### src/pkg/fcm_pkg.sv
/*
  Constants shared by the fieldbus/CANopen master control block.
  Assumes a 100 MHz core clock and a byte-wide fieldbus data image.
*/
// Function
// - Rising edge of control bit 5 sends a remote request to every receive PDO.
// - Gateway error byte is placed at a configured fieldbus data position.
// - Service-data record sits at configured request and response window indices.
// - Master starts each job; done when response job number equals request's.
// - Window indices count from zero, index zero is the first byte.
// - Record: index hi, index lo, sub-index, command/status, job, node, length, data.
// - Long replies are truncated; otherwise the real received length is reported.
// - Slave mode skips only the master start-up broadcast.
// - Configured node address applies only while the address switch reads zero.
// - Cycle period in milliseconds sets the SYNC interval.
// - Cycle period zero disables SYNC generation.
// - In start phase, broadcast start-remote-nodes every two seconds.
// - First mapped PDO received ends the start phase.
// - The start phase has no timeout.
// - Toggling control bit 6 re-sends the operational command, only during cyclic data exchange.
// - Any change of control bit 6 sends the set-operational message; the code sends it only for a change between two bytes of cyclic data exchange.
// - Mapped data is exchanged only in fieldbus cyclic data-exchange state.
package fcm_pkg;
  localparam int unsigned CLK_HZ = 100_000_000;
  localparam int unsigned START_PERIOD_MS = 2000;
  localparam int unsigned CYCLES_PER_MS = CLK_HZ / 1000;
  localparam int unsigned START_PERIOD_CYC = START_PERIOD_MS * CYCLES_PER_MS;
  localparam int unsigned BIT_RTR = 5;
  localparam int unsigned BIT_GO_OP = 6;
  localparam logic [7:0] CMD_READ = 8'h01;
  localparam logic [7:0] STATUS_OK = 8'h00;
  localparam int unsigned REC_IDX_HI = 0;
  localparam int unsigned REC_IDX_LO = 1;
  localparam int unsigned REC_SUB = 2;
  localparam int unsigned REC_CMD = 3;
  localparam int unsigned REC_JOB = 4;
  localparam int unsigned REC_NODE = 5;
  localparam int unsigned REC_LEN = 6;
  localparam int unsigned REC_DATA = 7;
  localparam int unsigned MAX_RX_PDO = 50;
endpackage

### src/pkg/fcm_sdo_if.sv
/*
  Interface between the control core and the service-data window engine.
  Assumes both ends run on the same core clock.
*/
`timescale 1ns/1ps
`default_nettype none
interface fcm_sdo_if;
  logic active;
  logic [7:0] req_job;
  logic [7:0] rsp_job;
  logic start;
  logic busy;
  modport core (output active, req_job, input rsp_job, start, busy);
  modport engine (input active, req_job, output rsp_job, start, busy);
endinterface
`default_nettype wire

### src/hdl/fcm_sdo_engine.sv
/*
  Service-data job tracker: decides when a new job starts and echoes the
  job number once the CAN side reports completion.
  Assumes the CAN transfer engine outside answers with sdo_done.
*/
`timescale 1ns/1ps
`default_nettype none
module fcm_sdo_engine (
  input wire logic core_clk,
  input wire logic reset,
  fcm_sdo_if.engine sif,
  input wire logic sdo_done
);
  typedef enum logic [0:0] {FCM_IDLE, FCM_BUSY} fcm_sdo_state_t;
  typedef struct packed {
    fcm_sdo_state_t st;
    logic [7:0] echo;
    logic start;
  } fcm_sdo_t;
  fcm_sdo_t s, next_s;

  always_comb begin
    next_s = s;
    next_s.start = 1'b0;
    unique case (s.st)
      FCM_IDLE: begin
        // New job only on a fresh job number
        if (sif.active && sif.req_job != s.echo) begin
          next_s.start = 1'b1;
          next_s.st = FCM_BUSY;
        end
      end
      FCM_BUSY: begin
        if (sdo_done) begin
          next_s.echo = sif.req_job;
          next_s.st = FCM_IDLE;
        end
      end
    endcase
  end

  always_ff @(posedge core_clk) begin
    if (reset) begin
      s <= '{st: FCM_IDLE, echo: 8'h00, start: 1'b0};
    end else begin
      s <= next_s;
    end
  end

  assign sif.rsp_job = s.echo;
  assign sif.start = s.start;
  assign sif.busy = (s.st == FCM_BUSY);
endmodule
`default_nettype wire

### src/hdl/fcm_master_ctrl.sv
/*
  Control core of the fieldbus to CANopen master gateway: control byte
  events, start phase broadcast, SYNC timing, node address, error byte
  and service-data window placement.
  Assumes fieldbus bytes arrive as a byte-addressed image on the core clock,
  the address switch is an asynchronous pin, and CAN framing is outside.
*/
`timescale 1ns/1ps
`default_nettype none
module fcm_master_ctrl #(
  parameter int unsigned START_PERIOD_CYC = fcm_pkg::START_PERIOD_CYC,
  parameter int unsigned MS_CYC = fcm_pkg::CYCLES_PER_MS,
  parameter int unsigned RX_PDO_CNT = 16
) (
  input wire logic core_clk,
  input wire logic reset,
  input wire logic data_exchange,
  input wire logic [7:0] control_byte,
  input wire logic slave_mode,
  input wire logic [6:0] cfg_node_address,
  input wire logic [6:0] address_switch,
  input wire logic [15:0] cycle_period_ms,
  input wire logic mapped_pdo_rx,
  input wire logic [7:0] gw_error_status,
  input wire logic [7:0] error_byte_index,
  input wire logic [7:0] request_window_index,
  input wire logic [7:0] response_window_index,
  input wire logic [7:0] fb_in_byte,
  input wire logic [7:0] rsp_status,
  input wire logic [7:0] rsp_data,
  input wire logic [7:0] rx_len,
  input wire logic sdo_done,
  output logic [7:0] fb_in_addr,
  output logic fb_out_we,
  output logic [7:0] fb_out_addr,
  output logic [7:0] fb_out_byte,
  output logic rtr_send,
  output logic [5:0] rtr_pdo,
  output logic start_remote_nodes_cmd,
  output logic go_operational_send,
  output logic sync_send,
  output logic [6:0] node_address,
  output logic start_phase,
  output logic sdo_start,
  output logic sdo_busy,
  output logic [7:0] job_number,
  output logic [7:0] target_node_field,
  output logic [15:0] sdo_object_index,
  output logic [7:0] sdo_sub_index,
  output logic [7:0] sdo_req_len
);
  typedef struct packed {
    logic [2:0][6:0] sw_sync;
    logic [6:0] sw_stable;
    logic [7:0] ctl_prev;
    logic ctl_valid;
    logic rtr_run;
    logic [5:0] rtr_idx;
    logic [31:0] start_cnt;
    logic in_start;
    logic [31:0] ms_cnt;
    logic [15:0] ms_total;
    logic [2:0] scan;
    logic [7:0] req_job;
    logic [7:0] out_slot;
    logic [7:0] fb_in_addr;
    logic fb_out_we;
    logic [7:0] fb_out_addr;
    logic [7:0] fb_out_byte;
    logic rtr_send;
    logic [5:0] rtr_pdo;
    logic start_cmd;
    logic go_op;
    logic sync_send;
    logic [6:0] node_address;
    logic [7:0] node_f;
    logic [15:0] obj;
    logic [7:0] sub;
    logic [7:0] len;
    logic sdo_start;
    logic sdo_busy;
    logic [7:0] job_echo;
  } fcm_state_t;
  fcm_state_t s, next_s;

  fcm_sdo_if sif ();

  fcm_sdo_engine u_sdo (
    .core_clk(core_clk),
    .reset(reset),
    .sif(sif),
    .sdo_done(sdo_done)
  );

  assign sif.active = data_exchange;
  assign sif.req_job = s.req_job;

  // Reported length is the smaller of request and received
  function automatic logic [7:0] fcm_min(input logic [7:0] a, input logic [7:0] b);
    fcm_min = (a < b) ? a : b;
  endfunction

  always_comb begin
    next_s = s;
    next_s.rtr_send = 1'b0;
    next_s.start_cmd = 1'b0;
    next_s.go_op = 1'b0;
    next_s.sync_send = 1'b0;
    next_s.fb_out_we = 1'b0;
    next_s.sw_sync = {s.sw_sync[1:0], address_switch};
    if (s.sw_sync[2] == s.sw_sync[1]) begin
      next_s.sw_stable = s.sw_sync[2];
    end
    // Switch wins unless it reads zero
    next_s.node_address = (s.sw_stable == 7'h00) ? cfg_node_address : s.sw_stable;

    // Job tracker flags pass one more register so outputs leave flip-flops
    next_s.sdo_start = sif.start;
    next_s.sdo_busy = sif.busy;
    next_s.job_echo = sif.rsp_job;

    // One request per receive PDO, walked by index
    if (s.rtr_run) begin
      next_s.rtr_send = 1'b1;
      next_s.rtr_pdo = s.rtr_idx;
      if (32'(s.rtr_idx) + 1 >= RX_PDO_CNT) begin
        next_s.rtr_run = 1'b0;
      end else begin
        next_s.rtr_idx = s.rtr_idx + 6'h01;
      end
    end
    // Control byte edges count only while the fieldbus is cyclic
    // Placed after the walk so a fresh edge restarts it even on its last step
    if (data_exchange) begin
      next_s.ctl_prev = control_byte;
      next_s.ctl_valid = 1'b1;
      if (s.ctl_valid) begin
        if (control_byte[fcm_pkg::BIT_RTR] && !s.ctl_prev[fcm_pkg::BIT_RTR]) begin
          next_s.rtr_run = 1'b1;
          next_s.rtr_idx = 6'h00;
        end
        if (control_byte[fcm_pkg::BIT_GO_OP] != s.ctl_prev[fcm_pkg::BIT_GO_OP]) begin
          next_s.go_op = 1'b1;
        end
      end
    end else begin
      // History is stale after a pause, so the next cyclic byte only primes it
      next_s.ctl_valid = 1'b0;
    end

    // Start phase: no timeout, only a mapped PDO ends it
    if (s.in_start) begin
      if (mapped_pdo_rx) begin
        next_s.in_start = 1'b0;
      end else if (s.start_cnt == 32'(START_PERIOD_CYC - 1)) begin
        next_s.start_cnt = 32'h0;
        next_s.start_cmd = !slave_mode;
      end else begin
        next_s.start_cnt = s.start_cnt + 32'h1;
      end
    end

    // SYNC interval in milliseconds, zero disables it
    if (cycle_period_ms == 16'h0000) begin
      next_s.ms_cnt = 32'h0;
      next_s.ms_total = 16'h0000;
    end else if (s.ms_cnt == 32'(MS_CYC - 1)) begin
      next_s.ms_cnt = 32'h0;
      if (s.ms_total + 16'h0001 >= cycle_period_ms) begin
        next_s.ms_total = 16'h0000;
        next_s.sync_send = 1'b1;
      end else begin
        next_s.ms_total = s.ms_total + 16'h0001;
      end
    end else begin
      next_s.ms_cnt = s.ms_cnt + 32'h1;
    end

    // Round-robin scan: fetch request record, write response and error byte
    next_s.scan = s.scan + 3'h1;
    next_s.fb_in_addr = request_window_index + 8'(s.scan);
    if (data_exchange) begin
      unique case (s.scan - 3'h2)
        3'(fcm_pkg::REC_IDX_HI): next_s.obj[15:8] = fb_in_byte;
        3'(fcm_pkg::REC_IDX_LO): next_s.obj[7:0] = fb_in_byte;
        3'(fcm_pkg::REC_SUB): next_s.sub = fb_in_byte;
        3'(fcm_pkg::REC_JOB): next_s.req_job = fb_in_byte;
        3'(fcm_pkg::REC_NODE): next_s.node_f = fb_in_byte;
        3'(fcm_pkg::REC_LEN): next_s.len = fb_in_byte;
        default: next_s.len = s.len;
      endcase
      next_s.fb_out_we = 1'b1;
      next_s.out_slot = s.out_slot + 8'h01;
      next_s.fb_out_addr = response_window_index + s.out_slot;
      unique case (s.out_slot)
        8'(fcm_pkg::REC_IDX_HI): next_s.fb_out_byte = s.obj[15:8];
        8'(fcm_pkg::REC_IDX_LO): next_s.fb_out_byte = s.obj[7:0];
        8'(fcm_pkg::REC_SUB): next_s.fb_out_byte = s.sub;
        8'(fcm_pkg::REC_CMD): next_s.fb_out_byte = rsp_status;
        8'(fcm_pkg::REC_JOB): next_s.fb_out_byte = sif.rsp_job;
        8'(fcm_pkg::REC_NODE): next_s.fb_out_byte = s.node_f;
        8'(fcm_pkg::REC_LEN): next_s.fb_out_byte = fcm_min(s.len, rx_len);
        8'(fcm_pkg::REC_DATA): next_s.fb_out_byte = rsp_data;
        default: begin
          // Error byte slot closes each pass
          next_s.fb_out_addr = error_byte_index;
          next_s.fb_out_byte = gw_error_status;
          next_s.out_slot = 8'h00;
        end
      endcase
    end
  end

  always_ff @(posedge core_clk) begin
    if (reset) begin
      s <= '0;
      s.in_start <= 1'b1;
      s.node_address <= 7'h00;
    end else begin
      s <= next_s;
    end
  end

  assign fb_in_addr = s.fb_in_addr;
  assign fb_out_we = s.fb_out_we;
  assign fb_out_addr = s.fb_out_addr;
  assign fb_out_byte = s.fb_out_byte;
  assign rtr_send = s.rtr_send;
  assign rtr_pdo = s.rtr_pdo;
  assign start_remote_nodes_cmd = s.start_cmd;
  assign go_operational_send = s.go_op;
  assign sync_send = s.sync_send;
  assign node_address = s.node_address;
  assign start_phase = s.in_start;
  assign target_node_field = s.node_f;
  assign sdo_object_index = s.obj;
  assign sdo_sub_index = s.sub;
  assign sdo_req_len = s.len;
  assign sdo_start = s.sdo_start;
  assign sdo_busy = s.sdo_busy;
  assign job_number = s.job_echo;
endmodule
`default_nettype wire

### config.mk
export PLATFORM = sky130hd
export DESIGN_NAME = fcm_master_ctrl
export DESIGN_NICKNAME = d
export VERILOG_FILES = /design/src/pkg/fcm_pkg.sv /design/src/pkg/fcm_sdo_if.sv /design/src/hdl/fcm_sdo_engine.sv /design/src/hdl/fcm_master_ctrl.sv
export SDC_FILE = /design/constraint.sdc
export NUM_CORES = 1
export LEC_CHECK = 0
export BUFFER_PORTS_ARGS = -buffer_cell sky130_fd_sc_hd__buf_2
export CORE_AREA = 5 5 166 168
export CTS_BUF_LIST = sky130_fd_sc_hd__clkbuf_8
export DETAILED_ROUTE_END_ITERATION = 10
export DIE_AREA = 0 0 171 173
export GPL_TIMING_DRIVEN = 1
export PLACE_DENSITY = 0.65
export SYNTH_ARGS = -nofsm -noshare
export SYNTH_HDL_FRONTEND = slang
export SYNTH_SLANG_ARGS = --single-unit
### constraint.sdc
create_clock -name core_clk -period 9.84 [get_ports core_clk]
set_input_delay 1.968 -clock core_clk [delete_from_list [all_inputs] [get_ports core_clk]]
set_output_delay 1.968 -clock core_clk [all_outputs]
set_load 0.05 [all_outputs]
==> results.toml <==
[run_status]
status = "completed"

[sta]
setup_violations = 0
fin_ws_ns = 5.462
grt_setup_unrepaired = "no"
min_period_over_period_pct = 44.50
slew_headroom_pct = 18.76
fin_crit_ns = 4.378
drv_slew = 0
worst_pin_slew_ns = 1.214
fin_worst_skew_ns = 0.01932
hold_violations = 0
tns_ns = 0
fmax_ghz = 0.2284

[routing]
first_pass_iters = 6
viasPerCell = 5.241
drt_iter0_drc = 529
drcViolationCount = 0
wire_per_inst_um = 16.01
vias = 9251
ant_nets = 0
wl_um = 28250

[synthesis]
ys_types = 62
synth_largest_area_cell = "dfxtp_1"
synthArstFlopShare_pct = 0
ys.flop_type = "dfxtp_1"
yosysSeqAreaShare_pct = 41.68
syn_avg_cell_area_sq_um = 8.920
synthCells = 1287
synth_edf_count = 0
synth_common_cells = "239 x dfxtp_1, 186 x nor2_1, 86 x buf_4, 80 x nand2_1, 71 x mux2i_1"
synth_seq_cells = 239
synthTopCellsByArea = "dfxtp_1 42%, mux2i_1 6.2%, nor2_1 6.1%, buf_4 5.6%, xor2_1 5.1%"
netlist_area_sq_um = 11480
yosys.cell_count.top_type = "dfxtp_1"
yosysWarnings = 0
synth_fp_nets = 1441
synth_top_cell_area_share_pct = 41.68

[place]
placed_area_sq_um = 12100
io_buffers = 194
hpwlAfterDp_um = 20210
dp.cells = 1691
place.gp.congestion = 0.8473
dp_slack_ns = 5.150

[pwr]
p_per_area_nw_per_um2 = 170.5
ir_worst_vdd_v = 0.0001162
p_total_mw = 2.212
p_leak_nw = 5.576

[setup_path]
required_ns = 10.30
crit_family = "compound AO/OA/AOI/OAI gates"
worstSetupStartpointType = "flop"
worst_ep_arrival_time_ns = 4.84
ff2ff_setup_slack_ns = 5.46
endpoint_kind = "flop"
crit_fanout = 23
cp_slowest_stage_delay_ns = 1.05
worst-path-buf-inv = 0
cp_cell_sequence = "ha_1 > and3_1 > nand3_1 > nor2_1 > nand3_1 > xnor2_1 > ha_1 > and3_1 > a221oi_1 > o211ai_1 > a2111oi_4 > a41oi_1 > a31oi_1"
cpMaxStageDelayCell = "a2111oi_4"
worstSetupPathType = "flop to flop"

[floorplan]
die_y_um = 173
dieWidth_um = 171
rows = 59
die_area_sq_um = 29580
start_util_pct = 44.56
pin_count = 201
coreArea_sq_um = 25760

[global_route]
grt-ovfl-total = 0
grt_pass1_vias = 9189
grt.total_usage_pct = 18.62
grt_pass1_wl_um = 45870
grt_max_degree = 82
antenna_found_initial = 5

[cells_and_area]
area_growth_pct = 13.04
fin_nets = 1554
nFillCells = 2466
antenna_cells = 0
final_area_sq_um = 12980
drive_above_1_share_pct = 18.95
final_cells = 1765

[clock_tree]
root_buffer = "clkbuf_8"
path_clk_slew_ns = 0.06
cts_setup_buffers = 0
clock-sinks = 239
cts_tree = "done"
clock_path_buffers = 3
clk_latency_ns = 0.54
numCtsBuffers = 42
cts_hold_buf = 0
htreeDepth = 2
ctsResizeCount = 0

[job]
maxCapViolations = 0

[min_path]
hp-class = "flop to flop"
## metrics by stage
| step | utilization [%] | hold slack (ns) |
|---|---|---|
| after detailed placement | 46.98 | 0.4212 |
| after CTS | 50.35 | 0.4364 |
| after global placement | 46.98 | 0.4158 |
| after global routing | 50.37 | 0.4467 |
| after floorplan | - | 0.4138 |
| final | 50.37 | 0.4322 |
## where the power goes
part	total, mW	leakage, nW	internal, mW	switching, mW
logic	0.258	3.14	0.0815	0.176
clock network	0.937	0.497	0.531	0.406
registers	1.02	1.94	0.996	0.0209
## final cells by class
cell class	count	area (sq um)	share of cell area [%]
clock buffers	52	715.7	5.515
clock inverters	22	153.9	1.186
inverters	42	157.7	1.215
multi-input cells	876	5734	44.19
flip-flops and latches	239	4785	36.87
well taps	335	419.2	3.230
repair buffers	199	1011	7.791
## placed cells by master (no fill, tap or decap), types with 4 or more instances in the layout
cell | synthesis | routed
buf_2 | 0 | 193
nand2_1 | 80 | 80
clkbuf_8 | 0 | 52
xnor2_1 | 43 | 43
nor4_1 | 18 | 18
a31oi_1 | 10 | 10
xor2_1 | 67 | 67
a22o_1 | 9 | 9
mux2i_1 | 71 | 71
buf_4 | 86 | 6
a41oi_1 | 4 | 4
nand3_1 | 61 | 61
o21ai_1 | 13 | 13
inv_1 | 42 | 53
nor2_1 | 186 | 186
and3_1 | 18 | 18
or3_1 | 7 | 7
o211ai_1 | 4 | 4
a21o_1 | 8 | 8
and2_1 | 9 | 9
a222oi_1 | 9 | 9
dfxtp_1 | 239 | 239
nand2b_1 | 7 | 7
o21ai_0 | 14 | 14
nor3_1 | 19 | 19
ha_1 | 44 | 44
a21oi_1 | 49 | 49
nor2b_1 | 43 | 43
o21a_1 | 5 | 5
nor4b_1 | 4 | 4
clkinv_2 | 0 | 7
a22oi_1 | 10 | 10
nand4_1 | 15 | 15
## registers in the layout, indices dropped and copies added, names as in the netlist, 6 cells and up
name	count
u_sdo.sif.rsp_job	8
fb_out_byte	8
next_s	14
sdo_req_len	8
s	115
rtr_pdo	6
job_number	8
fb_in_addr	8
fb_out_addr	8
sif.req_job	8
node_address	7
sdo_sub_index	8
sdo_object_index	16
target_node_field	8
## path summary, 6_finish.rpt
check | end | start | cells past startpoint
max | s[122] | s[111] | 13
min | next_s[235] | next_s[228] | 1
max reg2reg | s[122] | s[111] | 13
min reg2reg | next_s[235] | next_s[228] | 1
## cell families (layout without fill, tap and decap cells)
logic type / Yosys count / in the layout / share of synthesized area (%)
and+or+nand+nor: 484 / 484 / 20.20
DFF: 239 / 239 / 41.68
buffers and inverters: 172 / 315 / 8.501
AOI/OAI and AO/OA: 162 / 162 / 9.603
xor gates and xnor gates: 110 / 110 / 8.392
muxes: 74 / 74 / 6.485
adders and majority gates: 46 / 46 / 5.144
## layer usage
layer	global-route usage [%]	wire length (um)
met1	23.84	12290
met2	29.56	12710
met3	6.142	2384
met4	6.240	794
met5	0	69
No activity file was read; power rests on OpenSTA's default activity.
